$ cat config.mk
export PLATFORM = sky130hd
export DESIGN_NAME = rim_top
export DESIGN_NICKNAME = d
export VERILOG_FILES = /design/src/core/rim_pkg.sv /design/src/core/rim_mask_reg.sv /design/src/core/rim_reg_pair.sv /design/src/core/rim_top.sv
export VERILOG_INCLUDE_DIRS = /design/src /design/src/core
export SDC_FILE = /design/constraint.sdc
export NUM_CORES = 1
export LEC_CHECK = 0
export CAP_MARGIN = 20
export CORE_ASPECT_RATIO = 0.8
export CORE_MARGIN = 3
export CORE_UTILIZATION = 29
export CTS_CLUSTER_SIZE = 40
export DETAILED_ROUTE_END_ITERATION = 7
export DONT_BUFFER_PORTS = 1
export MAX_ROUTING_LAYER = met4
export PLACE_DENSITY = 0.49
export SLEW_MARGIN = 10
export SYNTH_ARGS = -nofsm -noshare
export SYNTH_HDL_FRONTEND = slang
export SYNTH_SLANG_ARGS = --single-unit
$ cat constraint.sdc
create_clock -name core_clk -period 1.65 [get_ports core_clk]
set_input_delay 0.2475 -clock core_clk [delete_from_list [all_inputs] [get_ports core_clk]]
set_output_delay 0.2475 -clock core_clk [all_outputs]
set_load 0.01 [all_outputs]
$ cat src/core/rim_map.svh
// register offsets, field positions and reset values of the regulator mask block
`ifndef RIM_MAP_SVH
`define RIM_MAP_SVH

// ==========================================
// offsets
`define RIM_SD_MASK_OFS 8'h22
`define RIM_LIN_MASK_OFS 8'h23

// ==========================================
// field positions inside a mask register
`define RIM_R1_FALL_BIT 7
`define RIM_R1_RISE_BIT 6
`define RIM_R1_CURLIM_BIT 4
`define RIM_R0_FALL_BIT 3
`define RIM_R0_RISE_BIT 2
`define RIM_R0_CURLIM_BIT 0

// ==========================================
// writable bits and reset values
`define RIM_MASK_WR_BITS 8'hdd
`define RIM_MASK_RESET 8'hdd

`endif

$ cat src/core/rim_pkg.sv
// types shared by the regulator mask block
package rim_pkg;

    // ==========================================
    // register select
    typedef enum logic [1:0] {
        RIM_SEL_NONE,
        RIM_SEL_SD,
        RIM_SEL_LIN
    } rim_sel_type;

    typedef logic [7:0] rim_byte_type;

endpackage : rim_pkg

$ cat src/core/rim_mask_reg.sv
// one 8-bit mask register with reserved bits held at zero
`timescale 1ns/100ps
`default_nettype none
`include "rim_map.svh"

module rim_mask_reg (
    // clock and reset
    input wire logic core_clk,
    input wire logic rstn,
    // write port
    input wire logic wr_en,
    input wire logic [7:0] wr_data,
    // stored value
    output logic [7:0] mask_q
);
    logic [7:0] mask_r;
    logic [7:0] mask_nxt;

    always_comb begin
        mask_nxt = mask_r;
        if (wr_en) begin
            // reserved bits 5 and 1 ignore writes and stay zero
            mask_nxt = wr_data & `RIM_MASK_WR_BITS;
        end
    end

    always_ff @(posedge core_clk) begin
        if (!rstn) begin
            mask_r <= `RIM_MASK_RESET;
        end else begin
            mask_r <= mask_nxt;
        end
    end

    assign mask_q = mask_r;
endmodule : rim_mask_reg
`default_nettype wire

$ cat src/core/rim_reg_pair.sv
// interrupt flag logic for one pair of regulators under one mask register
`timescale 1ns/100ps
`default_nettype none
`include "rim_map.svh"

module rim_reg_pair (
    // clock and reset
    input wire logic core_clk,
    input wire logic rstn,
    // mask and live conditions
    input wire logic [7:0] mask,
    input wire logic r0_pg_raw,
    input wire logic r1_pg_raw,
    input wire logic r0_curlim_raw,
    input wire logic r1_curlim_raw,
    // flag clear pulses, one bit per flag: {r1_curlim, r1_pg, r0_curlim, r0_pg}
    input wire logic [3:0] flag_clr,
    // sticky flags, same order
    output logic [3:0] flags
);
    logic [1:0] pg_prev_r;
    logic [1:0] pg_prev_nxt;
    logic [1:0] cl_prev_r;
    logic [1:0] cl_prev_nxt;
    logic [3:0] flag_r;
    logic [3:0] flag_nxt;
    logic [3:0] set_ev;

    always_comb begin
        pg_prev_nxt = {r1_pg_raw, r0_pg_raw};
        cl_prev_nxt = {r1_curlim_raw, r0_curlim_raw};
        // raw pg is 1 when invalid: a rise means the output went bad
        set_ev[0] = (r0_pg_raw && !pg_prev_r[0] && !mask[`RIM_R0_FALL_BIT])
            || (!r0_pg_raw && pg_prev_r[0] && !mask[`RIM_R0_RISE_BIT]);
        set_ev[1] = r0_curlim_raw && !cl_prev_r[0] && !mask[`RIM_R0_CURLIM_BIT];
        set_ev[2] = (r1_pg_raw && !pg_prev_r[1] && !mask[`RIM_R1_FALL_BIT])
            || (!r1_pg_raw && pg_prev_r[1] && !mask[`RIM_R1_RISE_BIT]);
        set_ev[3] = r1_curlim_raw && !cl_prev_r[1] && !mask[`RIM_R1_CURLIM_BIT];
        // set wins over a clear arriving in the same cycle
        flag_nxt = (flag_r & ~flag_clr) | set_ev;
    end

    always_ff @(posedge core_clk) begin
        if (!rstn) begin
            pg_prev_r <= 2'h0;
            cl_prev_r <= 2'h0;
            flag_r <= 4'h0;
        end else begin
            pg_prev_r <= pg_prev_nxt;
            cl_prev_r <= cl_prev_nxt;
            flag_r <= flag_nxt;
        end
    end

    assign flags = flag_r;
endmodule : rim_reg_pair
`default_nettype wire

$ cat src/core/rim_top.sv
// regulator interrupt masking: mask registers, raw status and masked flags
//
// Contract
// - step-down mask bit 7 clear: regulator 1 going invalid sets its pg flag.
// - step-down mask bit 6 clear: regulator 1 going valid sets its pg flag.
// - step-down mask bit 4 clear: regulator 1 current limit sets its flag.
// - step-down mask bit 3 clear: regulator 0 going invalid sets its pg flag.
// - step-down mask bit 2 clear: regulator 0 going valid sets its pg flag.
// - step-down mask bit 0 clear: regulator 0 current limit sets its flag.
// - linear mask bit 7 clear: linear 1 going invalid sets its pg flag.
// - linear mask bit 6 clear: linear 1 going valid sets its pg flag.
// - linear mask bit 4 clear: linear 1 current limit sets its flag.
// - linear mask bit 3 clear: linear 0 going invalid sets its pg flag.
// - linear mask bit 2 clear: linear 0 going valid sets its pg flag.
// - linear mask bit 0 clear: linear 0 current limit sets its flag.
// - masks gate flags only; raw status always follows the live condition.
// - mask bits 5 and 1 are read-only zero; writes ignored.
// - linear raw pg reads 0 when valid, 1 when invalid.
`timescale 1ns/100ps
`default_nettype none
`include "rim_map.svh"

module rim_top
    import rim_pkg::*;
(
    // clock and reset
    input wire logic core_clk,
    input wire logic rstn,
    // register port from the serial interface
    input wire logic reg_wr,
    input wire logic reg_rd,
    input wire logic [7:0] reg_addr,
    input wire logic [7:0] reg_wdata,
    output logic [7:0] reg_rdata,
    // live conditions, pg high while output invalid
    input wire logic sd0_pg_bad,
    input wire logic sd1_pg_bad,
    input wire logic sd0_curlim_act,
    input wire logic sd1_curlim_act,
    input wire logic lin0_pg_bad,
    input wire logic lin1_pg_bad,
    input wire logic lin0_curlim_act,
    input wire logic lin1_curlim_act,
    // flag clear pulses from the flag registers
    input wire logic [3:0] sd_flag_clr,
    input wire logic [3:0] lin_flag_clr,
    // raw status
    output logic sd0_pg_raw,
    output logic sd1_pg_raw,
    output logic sd0_curlim_raw,
    output logic sd1_curlim_raw,
    output logic lin0_pg_raw,
    output logic lin1_pg_raw,
    output logic lin0_curlim_raw,
    output logic lin1_curlim_raw,
    // masked interrupt flags
    output logic sd0_pg_irq_flag,
    output logic sd1_pg_irq_flag,
    output logic sd0_curlim_irq_flag,
    output logic sd1_curlim_irq_flag,
    output logic lin0_pg_irq_flag,
    output logic lin1_pg_irq_flag,
    output logic lin0_curlim_irq_flag,
    output logic lin1_curlim_irq_flag
);
    import rim_pkg::*;

    // ==========================================
    // decode
    rim_sel_type sel;
    logic [7:0] step_down_irq_mask;
    logic [7:0] linear_reg_irq_mask;
    logic [3:0] sd_flags;
    logic [3:0] lin_flags;
    rim_byte_type rdata_r;
    rim_byte_type rdata_nxt;
    logic [7:0] raw_r;
    logic [7:0] raw_nxt;

    always_comb begin
        case (reg_addr)
            `RIM_SD_MASK_OFS: sel = RIM_SEL_SD;
            `RIM_LIN_MASK_OFS: sel = RIM_SEL_LIN;
            default: sel = RIM_SEL_NONE;
        endcase
    end

    // ==========================================
    // mask registers
    rim_mask_reg u_sd_mask (
        .core_clk(core_clk),
        .rstn(rstn),
        .wr_en(reg_wr && sel == RIM_SEL_SD),
        .wr_data(reg_wdata),
        .mask_q(step_down_irq_mask)
    );

    rim_mask_reg u_lin_mask (
        .core_clk(core_clk),
        .rstn(rstn),
        .wr_en(reg_wr && sel == RIM_SEL_LIN),
        .wr_data(reg_wdata),
        .mask_q(linear_reg_irq_mask)
    );

    // ==========================================
    // read data, unmapped addresses read zero
    always_comb begin
        rdata_nxt = rdata_r;
        if (reg_rd) begin
            case (sel)
                RIM_SEL_SD: rdata_nxt = step_down_irq_mask;
                RIM_SEL_LIN: rdata_nxt = linear_reg_irq_mask;
                default: rdata_nxt = 8'h00;
            endcase
        end
    end

    // ==========================================
    // raw status: registered copy of the live level, never masked
    always_comb begin
        raw_nxt = {lin1_curlim_act, lin0_curlim_act, lin1_pg_bad, lin0_pg_bad,
            sd1_curlim_act, sd0_curlim_act, sd1_pg_bad, sd0_pg_bad};
    end

    always_ff @(posedge core_clk) begin
        if (!rstn) begin
            rdata_r <= 8'h00;
            raw_r <= 8'h00;
        end else begin
            rdata_r <= rdata_nxt;
            raw_r <= raw_nxt;
        end
    end

    // ==========================================
    // flag logic, edges taken from the registered raw bits
    rim_reg_pair u_sd_pair (
        .core_clk(core_clk),
        .rstn(rstn),
        .mask(step_down_irq_mask),
        .r0_pg_raw(raw_r[0]),
        .r1_pg_raw(raw_r[1]),
        .r0_curlim_raw(raw_r[2]),
        .r1_curlim_raw(raw_r[3]),
        .flag_clr(sd_flag_clr),
        .flags(sd_flags)
    );

    rim_reg_pair u_lin_pair (
        .core_clk(core_clk),
        .rstn(rstn),
        .mask(linear_reg_irq_mask),
        .r0_pg_raw(raw_r[4]),
        .r1_pg_raw(raw_r[5]),
        .r0_curlim_raw(raw_r[6]),
        .r1_curlim_raw(raw_r[7]),
        .flag_clr(lin_flag_clr),
        .flags(lin_flags)
    );

    // ==========================================
    // outputs, all from flip-flops
    assign reg_rdata = rdata_r;
    assign sd0_pg_raw = raw_r[0];
    assign sd1_pg_raw = raw_r[1];
    assign sd0_curlim_raw = raw_r[2];
    assign sd1_curlim_raw = raw_r[3];
    assign lin0_pg_raw = raw_r[4];
    assign lin1_pg_raw = raw_r[5];
    assign lin0_curlim_raw = raw_r[6];
    assign lin1_curlim_raw = raw_r[7];
    assign sd0_pg_irq_flag = sd_flags[0];
    assign sd0_curlim_irq_flag = sd_flags[1];
    assign sd1_pg_irq_flag = sd_flags[2];
    assign sd1_curlim_irq_flag = sd_flags[3];
    assign lin0_pg_irq_flag = lin_flags[0];
    assign lin0_curlim_irq_flag = lin_flags[1];
    assign lin1_pg_irq_flag = lin_flags[2];
    assign lin1_curlim_irq_flag = lin_flags[3];
endmodule : rim_top
`default_nettype wire

==> results of run 1 <==
state kept, by name, indices dropped and copies added, names as in the netlist:
register / flops
u_lin_pair.flags: 4
reg_rdata: 6
u_sd_pair.flags: 4
u_sd_mask.mask_q: 6
raw_r: 8
u_lin_pair.pg_prev_r: 2
u_lin_pair.cl_prev_r: 2
u_sd_pair.pg_prev_r: 2
u_sd_pair.cl_prev_r: 2
u_lin_mask.mask_q: 6
logic make-up (layout without fill, tap and decap cells):
kind of cell	count (synthesis)	count (layout)	synth area share, %
other	1	2	0.2264
adders and majority gates	2	2	1.510
and+or+nand+nor	61	61	27.72
AOI/OAI and AO/OA	44	44	15.71
buffers and inverters	10	10	4.078
DFF	42	42	50.76
worst paths after layout:
kind	slack [ns]	to	start
max	0.32	reg_rdata[2]	reg_addr[3]
min	0.04	u_lin_mask.mask_q[2]	rstn
max reg2reg	0.76	u_lin_pair.flags[0]	raw_r[4]
min reg2reg	0.53	reg_rdata[7]	reg_rdata[7]
critical path: cells and delay by family:
kind	cells	cell delay, ns
AO/OA/AOI/OAI	1	0.20
adder cells (fa/ha/maj)	1	0.22
AND/OR/NAND/NOR	3	0.89
layer usage:
metal	vias to the layer above	routed length, um
li1	565	-
met1	536	1326
met2	37	1631
met3	5	335
met4	0	47
met5	-	0
stage by stage:
step / cell area [um^2] / power (mW)
2_1_floorplan: 1660 / 1.119
3_3_place_gp: 1727 / 1.103
3_5_place_dp: 1727 / 1.106
4_1_cts: 1818 / 1.780
5_1_grt: 1818 / 1.833
6_report: 1818 / 1.751
where the power goes:
group | leakage [nW] | total (mW) | internal [mW] | switching (mW)
Clock | 0.0482 | 0.670 | 0.337 | 0.332
Combinational | 0.291 | 0.0321 | 0.0239 | 0.00827
Sequential | 0.342 | 1.05 | 1.03 | 0.0171
Total | 0.681 | 1.75 | 1.39 | 0.358
synthesized netlist by cell type, drive strengths merged:
cell type | n | share of area, %
buf | 9 | 3.8
o31a | 4 | 2.1
nor4b | 1 | 1.4
nand3 | 1 | 0.30
nor2b | 8 | 3.0
and3 | 1 | 0.45
a22oi | 6 | 2.7
nand3b | 8 | 3.6
ha | 2 | 1.5
clkbuf | 1 | 0.30
o21a | 4 | 1.8
and3b | 13 | 6.9
o21ai | 18 | 5.4
a21oi | 12 | 3.6
conb | 1 | 0.23
dfxtp | 42 | 51
nor3b | 13 | 5.9
and2 | 16 | 6.0
placed cells by master (no fill, tap or decap), types with 2 or more instances in the layout:
master | netlist | layout
nand3b_1 | 8 | 8
and3b_1 | 12 | 12
nor3b_1 | 13 | 13
and2_1 | 16 | 16
a22oi_1 | 6 | 6
nor2b_1 | 8 | 8
buf_12 | 0 | 2
clkbuf_8 | 0 | 6
conb_1 | 1 | 2
o31a_1 | 4 | 4
o21ai_0 | 4 | 4
dfxtp_1 | 42 | 42
ha_1 | 2 | 2
o21a_1 | 4 | 4
a21oi_1 | 12 | 12
o21ai_1 | 14 | 14
layout make-up:
class                      count  area (um^2)
tap                           75        93.84
clock inverter                 1        5.005
clock buffer                   7        86.33
fill                         536         3448
sequential                    42        840.8
timing repair buffer           2        40.04
multi-input combinational    109        752.0
==> key figures, run 1 <==
Pwr
  • VDD IR max: 0.0004022 V
  • LEAKAGE: 0.6812 nW
  • Pwr/cell area: a little under 1000 nW/um^2

Timing
  • Final period utilization: 80.51%
  • Fmax: 752.8 MHz
  • Final setup violation count: 0
  • Pins over their slew limit: 0
  • Final setup TNS: 0 ns
  • Shortest period the worst path allows: 1.328 ns
  • Setup Skew: 0.003919 ns
  • Endpoints failing hold: 0
  • RSZ-0062 raised after global routing: no
  • Hold slack: 0.03958 ns
  • Final Worst Setup Slack: 0.3216 ns

Placement
  • Total placed cells including tap cells: between 200 and 250
  • GPL Wtd Cong: 0.6532
  • Buffers on Ports: 0
  • Worst slack, placed: 0.04676 ns
  • Post-detail-place hpwl: 2474 um

Clocking
  • Clock Sinks: 42
  • Clk root buf: clkbuf_8
  • Post_cts resized: 0
  • Hold-fix buffers, CTS: 0
  • Setup Buffers After CTS: 0
  • H-tree depth: 2
  • TritonCTS clock tree: yes
  • Num CTS Buffers: 5
  • Clock latency on the worst-skew pair: 0.29 ns
  • Clock slew seen by the registers of the worst setup and hold paths: 0.07 ns
  • CTS Buffer Depth: 2

Drt
  • Post-route ant nets: 0
  • Routed vias: 1143
  • Vias/cell: between 4 and 5
  • Routed Wire Length: 3340 um
  • Iter 0 DRT Violations: 26
  • Drt wl/cell: about 14 um
  • Post-route DRC: 0
  • DR pass1 iterations: 4

Yosys
  • Mapped Cells: 160
  • Seq/Total Area, Yosys: between 50% and 60%
  • Netlist cell types: 22
  • Netlist Area Pre-Place: ~1700 um^2
  • Flop and latch count out of synthesis: 42
  • Avg Cell Area, Syn: 10.35 um^2
  • Yosys Warn Count: 0

Worst setup path
  • CP required: 1.87 ns
  • Startpoint Class: primary input
  • CP max stage delay: 0.35 ns
  • Class of the most critical setup path: in2reg
  • CP arrival: 1.55 ns
  • Cell count of the worst reg-to-reg path: 2
  • Worst-path cell chain: nor3b_1, and3b_2, ha_1, nand3b_1, o21ai_1
  • Critical path peak fanout: 6
  • Critical Path End Type: flip-flop
  • Slowest library cell on the worst path: nor3b_1

Floorplanning
  • Initial Utilization: 31.46%
  • Die Span Y: around 74 um
  • Core box area: 5266 um^2
  • Full die area: 6661 um^2
  • Row cnt: 23
  • Boundary Pins: 60
  • Die W: 90.50 um

Global routing
  • Met3 usage: 5.425%
  • Initial antenna violation count: 0
  • M2 GR Usage: 18.24%
  • GR met1 Demand/Resource: 11.17%
  • Vias in the first global route: between 1k and 1.5k
  • Gr ovfl total: 0
  • Largest net degree at the start of global routing: 44
  • Total GRT Usage: 10.92%
  • First-pass GRT wire length: 5485 um
  • Top Usage Layer GRT: met2

Final layout
  • Fin util: approximately a third
  • Layout cells sized above 1: 7.453%
  • Area Overhead vs Synth: 9.743%
  • Final Non-Filler Cells: 236
  • Antenna Cells: 0
  • Nets: between 150 and 200

Job
  • Max-Cap Viols: 0

Outcome
  • Status: finished, final reports clean

Hold path
  • Hold depth: 1
  • Worst hold path class: in2reg
No activity file was read; power rests on OpenSTA's default activity.
==> run 2, diff against run 1 <==
clock period = 1.4 ns   (was 1.65 ns; I/O delays follow)
==> key figures, run 2 (synthesis results as in run 1) <==
Pwr
  • Switch share: 20.14% (was 20.43%)
  • LEAKAGE: 0.6951 nW (was 0.6812 nW)
  • Power share of the sequential group: 55.7% (was 59.9%)
  • Psw: 0.4465 mW (was 0.3576 mW)
  • VDD IR max: 0.0004331 V (was 0.0004022 V)
  • Clk pwr share: 42.3% (was 38.3%)
  • Pwr/cell area: 1201 nW/um^2 (was 962.9 nW/um^2)
  • Gate power share: 2.0% (was 1.8%)
  • Internal Power: 1.771 mW (was 1.393 mW)

Global routing
  • Largest net degree at the start of global routing: 36 (was 44)
  • Initial antenna violation count: 0 (unchanged)
  • Gr ovfl total: 0 (unchanged)
  • Vias in the first global route: 1139 (was 1149)
  • First-pass GRT wire length: 5547 um (was 5485 um)
  • Total GRT Usage: 11.40% (was 10.92%)

Timing
  • RSZ-0062 raised after global routing: no (unchanged)
  • Shortest period the worst path allows: 1.271 ns
  • Fmax: 786.6 MHz
  • Setup Skew: 0.004313 ns (was 0.003919 ns)
  • Final setup violation count: 0 (unchanged)
  • Pins over their slew limit: 0 (unchanged)
  • Endpoints failing hold: 0 (unchanged)
  • Final period utilization: between 90% and 100%

Worst setup path
  • Worst-path cell chain: nor3b_1, and3b_2, ha_1, nand3b_1, o21ai_1 (unchanged)
  • Startpoint Class: primary input (unchanged)
  • CP max stage delay: 0.33 ns (was 0.35 ns)
  • Cell count of the worst reg-to-reg path: 2 (unchanged)
  • R2R setup slack: 0.49 ns (was 0.76 ns)
  • RR Startpoint: raw_r[5] (was raw_r[4])
  • Slowest library cell on the worst path: nor3b_1 (unchanged)
  • CP required: 1.62 ns (was 1.87 ns)
  • Critical Path End Type: flip-flop (unchanged)
  • Crit Reg-Reg Endpoint: u_lin_pair.flags[2] (was u_lin_pair.flags[0])
  • CP arrival: 1.49 ns (was 1.55 ns)
  • Class of the most critical setup path: in2reg (unchanged)
  • CP startpoint: reg_addr[3] (unchanged)
  • Critical path endpoint: reg_rdata[3] (was reg_rdata[2])
  • Critical path peak fanout: 6 (unchanged)

Floorplanning
  • Die W: 90.50 um (unchanged)
  • Core box area: 5266 um^2 (unchanged)
  • Initial Utilization: 31.46% (unchanged)
  • Die Span Y: 73.60 um (unchanged)
  • Full die area: 6661 um^2 (unchanged)
  • Boundary Pins: 60 (unchanged)
  • Row cnt: 23 (unchanged)

Clocking
  • Clock latency on the worst-skew pair: 0.29 ns (about the same)
  • H-tree depth: 2 (unchanged)
  • Clock slew seen by the registers of the worst setup and hold paths: 0.08 ns (was 0.07 ns)
  • Setup Buffers After CTS: 0 (unchanged)
  • CTS Buffer Depth: 2 (unchanged)
  • Clock Sinks: 42 (unchanged)
  • TritonCTS clock tree: yes (unchanged)
  • Post_cts resized: 0 (unchanged)
  • Num CTS Buffers: 5 (unchanged)
  • Clk root buf: clkbuf_8 (unchanged)

Final layout
  • Most frequent cells in the layout: dfxtp_1 (42), and2_1 (16), o21ai_1 (14) (unchanged)
  • Final Non-Filler Cells: 237 (was 236)
  • Layout cells sized above 1: 8.025% (was 7.453%)
  • Antenna Cells: 0 (unchanged)
  • Max reg flops: 8 (unchanged)
  • Area Overhead vs Synth: 11.40% (was 9.743%)
  • Commonest non-fill, non-tap cell in the layout: dfxtp_1 (unchanged)
  • Nets: 199 (was 198)
  • Fin util: 35.04% (was 34.52%)
  • Largest Register: raw_r (unchanged)

Drt
  • Iter 0 DRT Violations: 37 (was 26)
  • Vias/cell: 4.899 (was 4.843)
  • DR pass1 iterations: 3 (was 4)
  • Post-route ant nets: 0 (unchanged)
  • Routed vias: 1161 (was 1143)
  • Routed Wire Length: 3556 um (was 3340 um)
  • Drt wl/cell: 15.00 um (was 14.15 um)
  • Post-route DRC: 0 (unchanged)

Placement
  • GPL Wtd Cong: 0.6504 (was 0.6532)
  • Post-detail-place hpwl: 2534 um (was 2474 um)
  • Buffers on Ports: 0 (unchanged)
  • Total placed cells including tap cells: 228 (unchanged)

Hold path
  • Worst hold path class: in2reg (unchanged)

Outcome
  • Status: finished, final reports clean (unchanged)

Job
  • Max-Cap Viols: 0 (unchanged)
## run 2: cell type report
class                           count  area [um^2]
Fill cell                         531         3421
Sequential cell                    42        840.8
Multi-Input combinational cell    109        752.0
Tap cell                           75        93.84
Clock buffer                        5        68.82
Timing Repair Buffer                3        50.05
Clock inverter                      3        40.04
## run 2: metal layers
| metal | GRT usage, % | up-vias | share of wire [%] |
|---|---|---|---|
| li1 | - | 568 | - |
| met1 | 11.72 | 551 | 42 |
| met2 | 18.16 | 38 | 48 |
| met3 | 6.244 | 4 | 9.1 |
| met4 | 5.093 | 0 | 1.1 |
| met5 | - | - | 0 |
## run 2: metrics by stage
stage / total power, mW / instance area [um^2] / worst slack (ns) / hold WS [ns] / TNS, ns
floorplan: 1.319 / 1660 / 0.007273 / 0.3373 / 0
global route: 2.315 / 1846 / 0.003774 / 0.002818 / 0
global placement: 1.300 / 1727 / -0.1083 / 0.2928 / -0.6915
finish: 2.217 / 1846 / 0.1286 / 0.01604 / 0
CTS: 2.256 / 1846 / 0.1355 / 0.003472 / 0
detailed placement: 1.303 / 1727 / -0.1753 / 0.3025 / -1.848
## run 2: what timing repair did
item / 4_1_cts / 5_1_grt
endpoints found under the setup margin: 0 / 0
hold buffers: 1 / 0
hold endpoints to repair: 9 / 0
## run 2: how the worst min path moves through the flow
stage | startpoint | endpoint | slack, ns | cells past startpoint
6_report | rstn | u_sd_mask.mask_q[0] | 0.02 | 1
5_1_grt | rstn | u_lin_mask.mask_q[7] | 0.003 | 1
4_1_cts | rstn | u_sd_mask.mask_q[0] | 0.003 | 1
3_5_place_dp | rstn | u_lin_mask.mask_q[4] | 0.30 | 1
3_3_place_gp | rstn | u_lin_mask.mask_q[0] | 0.29 | 1
2_1_floorplan | sd0_pg_bad | raw_r[0] | 0.34 | 1
## run 2: power groups by stage
stage | clock, mW | combinational (mW) | sequential [mW]
floorplan | 0 | 0.0590 | 1.26
global placement | 0 | 0.0368 | 1.26
detailed placement | 0 | 0.0382 | 1.26
CTS | 0.976 | 0.0440 | 1.24
global route | 1.03 | 0.0472 | 1.24
finish | 0.938 | 0.0433 | 1.24
## run 2: critical path: cells and delay by family
| family | cells | cell delay, ns |
|---|---|---|
| AND/OR/NAND/NOR | 3 | 0.87 |
| adder cells (fa/ha/maj) | 1 | 0.22 |
| AO/OA/AOI/OAI | 1 | 0.19 |
==> run 3, diff against run 2 <==
ABC_AREA = 1   (was not set)
==> key figures, run 3 <==
Timing
  • Worst-Margin Slew: 0.6098 ns
  • Setup Skew: 0.004414 ns (was 0.004313 ns)
  • Final setup violation count: 0 (unchanged)
  • Shortest period the worst path allows: 1.183 ns (was 1.271 ns)
  • Slew margin rel.: between 50% and 60%
  • Endpoints failing hold: 0 (unchanged)
  • Fmax: 845.6 MHz (was 786.6 MHz)
  • RSZ-0062 raised after global routing: no (unchanged)
  • Pins over their slew limit: 0 (unchanged)
  • Final period utilization: 84.47% (was 90.81%)

Final layout
  • Antenna Cells: 0 (unchanged)
  • Nets: 276 (was 199)
  • Design area: 1953 um^2 (was 1846 um^2)
  • Max reg flops: 8 (unchanged)
  • Commonest non-fill, non-tap cell in the layout: nand2_1 (was dfxtp_1)
  • Layout cells sized above 1: 13.81% (was 8.025%)
  • Largest Register: raw_r (unchanged)
  • Final Non-Filler Cells: 317 (was 237)
  • Most frequent cells in the layout: nand2_1 (80), inv_1 (42), dfxtp_1 (42) (was dfxtp_1 (42), and2_1 (16), o21ai_1 (14))
  • Area Overhead vs Synth: 12.54% (was 11.40%)
  • Number of fill cells: 617 (was 531)

Yosys
  • Post-synth top area share: 48.45% (was 50.76%)
  • Mapped Cells: 230 (was 160)
  • Asr flop ratio synth: 0% (unchanged)
  • Synth area leader: dfxtp_1 (unchanged)
  • Synth top cells by count: nand2_1 (80), dfxtp_1 (42), inv_1 (42) (was dfxtp_1 (42), and2_1 (16), o21ai_1 (14))
  • Main combinational cell family by area after synthesis: simple AND/OR/NAND/NOR gates (unchanged)
  • Post-Synth Adder-Cell Area: 1.442% (was 1.511%)
  • Post-synthesis mux area share: 0% (unchanged)
  • Netlist cell types: 19 (was 22)
  • Flop and latch count out of synthesis: 42 (unchanged)
  • Top_reg_cell synth: dfxtp_1 (unchanged)
  • Seq/Total Area, Yosys: 48.45% (was 50.76%)
  • Top cells by area, synth: dfxtp_1 (48%), nand2_1 (17%), inv_1 (9.1%) (was dfxtp_1 (51%), and3b_1 (6.3%), and2_1 (6.0%))
  • Xor and xnor area share after synthesis: 0% (unchanged)
  • Compound-Gate Fraction of Synth Area: 5.047% (was 15.71%)
  • Yosys Warn Count: 0 (unchanged)
  • Count leader, synth: nand2_1 (was dfxtp_1)
  • Synth Area in Simple Gates: 32.01% (was 27.72%)
  • Post-synth EDFFs: 0 (unchanged)
  • Avg Cell Area, Syn: 7.545 um^2 (was 10.35 um^2)
  • Netlist Area Pre-Place: 1735 um^2 (was 1657 um^2)

Global routing
  • Initial antenna violation count: 0 (unchanged)
  • Vias in the first global route: 1262 (was 1139)
  • Gr ovfl total: 0 (unchanged)
  • First-pass GRT wire length: 5692 um (was 5547 um)
  • Largest net degree at the start of global routing: 24 (was 36)
  • Total GRT Usage: 11.05% (was 11.40%)

Clocking
  • TritonCTS clock tree: yes (unchanged)
  • Post_cts resized: 0 (unchanged)
  • CTS Buffer Depth: 2 (unchanged)
  • H-tree depth: 2 (unchanged)
  • Clock Sinks: 42 (unchanged)
  • Clk root buf: clkbuf_8 (unchanged)
  • Clock latency on the worst-skew pair: 0.28 ns (was 0.29 ns)
  • Num CTS Buffers: 5 (unchanged)
  • Clock slew seen by the registers of the worst setup and hold paths: 0.08 ns (about the same)

Worst setup path
  • CP required: 1.55 ns (was 1.62 ns)
  • Delay-heaviest family, CP: simple AND/OR/NAND/NOR gates (unchanged)
  • Critical Path End Type: flip-flop (unchanged)
  • CP arrival: 1.33 ns (was 1.49 ns)
  • Startpoint Class: primary input (unchanged)
  • CP max stage delay: 0.29 ns (was 0.33 ns)
  • CP bufs+invs: 3 (was 0)
  • Critical path peak fanout: 7 (was 6)
  • Worst-path cell chain: inv_1, nor2_1, nand4_1, inv_1, nand2_1, ha_1, nand2_2, clkinv_4, nand2_1, nand3_2 (was nor3b_1, and3b_2, ha_1, nand3b_1, o21ai_1)
  • Slowest library cell on the worst path: ha_1 (was nor3b_1)
  • Class of the most critical setup path: in2reg (unchanged)

Placement
  • Total placed cells including tap cells: 307 (was 228)
  • GPL Wtd Cong: 0.7355 (was 0.6504)
  • Post-detail-place hpwl: 2614 um (was 2534 um)
  • Buffers on Ports: 0 (unchanged)
  • Dpl cell area: 1827 um^2 (was 1727 um^2)

Job
  • Max-Cap Viols: 0 (unchanged)

Floorplanning
  • Initial Utilization: 30.90% (was 31.46%)
  • Boundary Pins: 60 (unchanged)
  • Core box area: 5615 um^2 (was 5266 um^2)
  • Row cnt: 24 (was 23)
  • Die W: 92.49 um (was 90.50 um)
  • Die Span Y: 75.19 um (was 73.60 um)
  • Full die area: 6954 um^2 (was 6661 um^2)

Drt
  • DR pass1 iterations: 3 (unchanged)
  • Iter 0 DRT Violations: 32 (was 37)
  • Post-route DRC: 0 (unchanged)
  • Vias/cell: 4.082 (was 4.899)
  • Routed Wire Length: 3483 um (was 3556 um)
  • Post-route ant nets: 0 (unchanged)
  • Drt wl/cell: 10.99 um (was 15.00 um)
  • Routed vias: 1294 (was 1161)

Pwr
  • VDD IR max: 0.0006454 V (was 0.0004331 V)
  • LEAKAGE: 0.9918 nW (was 0.6951 nW)
  • Pwr/cell area: 1134 nW/um^2 (was 1201 nW/um^2)

Hold path
  • Worst hold path class: in2reg (unchanged)

Outcome
  • Status: finished, final reports clean (unchanged)
run 3: cell types whose count changed in the layout (fill, tap and decap cells not counted), moves of 5 or more:
| cell | delta |
|---|---|
| and3b_1 | -12 |
| inv_1 | +42 |
| nand2_1 | +80 |
| a22oi_1 | -6 |
| nand3_2 | +7 |
| nor3b_1 | -13 |
| nand3_1 | +5 |
| nand2_2 | +8 |
| nor2_1 | +8 |
| and2_1 | -16 |
| o21ai_1 | -14 |
| nor2b_1 | -8 |
run 3: area by class of cell:
class                   instances  area (um^2)  share of cell area (%)
well taps                      78        97.59                   4.997
clock inverters                 1        30.03                   1.537
clock buffers                   7        76.32                   3.908
multi-input cells             137        675.6                   34.59
repair buffers                  6        50.05                   2.562
flip-flops and latches         42        840.8                   43.05
inverters                      46        182.7                   9.353
run 3: metal layers:
layer / up-vias / GRT usage (%) / share of wire [%]
met1: 554 / 13.13 / 49
met4: 0 / 2.965 / 0
met5: - / - / 0
met2: 41 / 17.60 / 42
met3: 0 / 4.396 / 8.8
li1: 699 / - / -
run 3: repair_timing:
item,CTS,global route
setup buffers,0,0
hold buffers,2,0
endpoints found under the hold margin,11,0
run 3: through the flow:
step	power (mW)	utilization (%)	TNS, ns	setup WS, ns	hold slack, ns
global route	2.316	34.78	0	0.007147	0.003106
finish	2.216	34.78	0	0.2174	0.01869
detailed placement	1.316	32.53	-0.8771	-0.07329	0.2911
floorplan	1.324	-	0	0.1289	0.3076
global placement	1.314	32.53	-0.3116	-0.04312	0.2872
CTS	2.267	34.78	0	0.2118	0.004556
run 3: kinds of logic after synthesis:
logic type      Yosys count
compound gates           13
fa+ha+maj                 2
buf+inv                  52
flops                    42
other cells               1
simple gates            120
run 3: power by group:
| part | total [mW] | internal (mW) | switching (mW) |
|---|---|---|---|
| registers | 1.24 | 1.22 | 0.0213 |
| logic | 0.0599 | 0.0223 | 0.0377 |
| clock network | 0.918 | 0.534 | 0.385 |
| total | 2.22 | 1.77 | 0.443 |
run 3: path summary, 6_finish.rpt:
check,start,to,slack (ns),depth (start not counted)
max,reg_addr[1],u_lin_mask.mask_q[0],0.22,10
min,lin1_pg_bad,raw_r[5],0.02,2
max reg2reg,raw_r[5],u_lin_pair.flags[2],0.58,5
min reg2reg,u_lin_pair.cl_prev_r[1],u_lin_pair.flags[3],0.48,3
run 3: worst reg2reg max path, stage by stage, from the launching register on:
cell and delay (ns):
dfxtp_1 0.43, inv_1 0.06, nand3b_1 0.08, nand3_1 0.06
nand2_1 0.05, inv_1 0.03
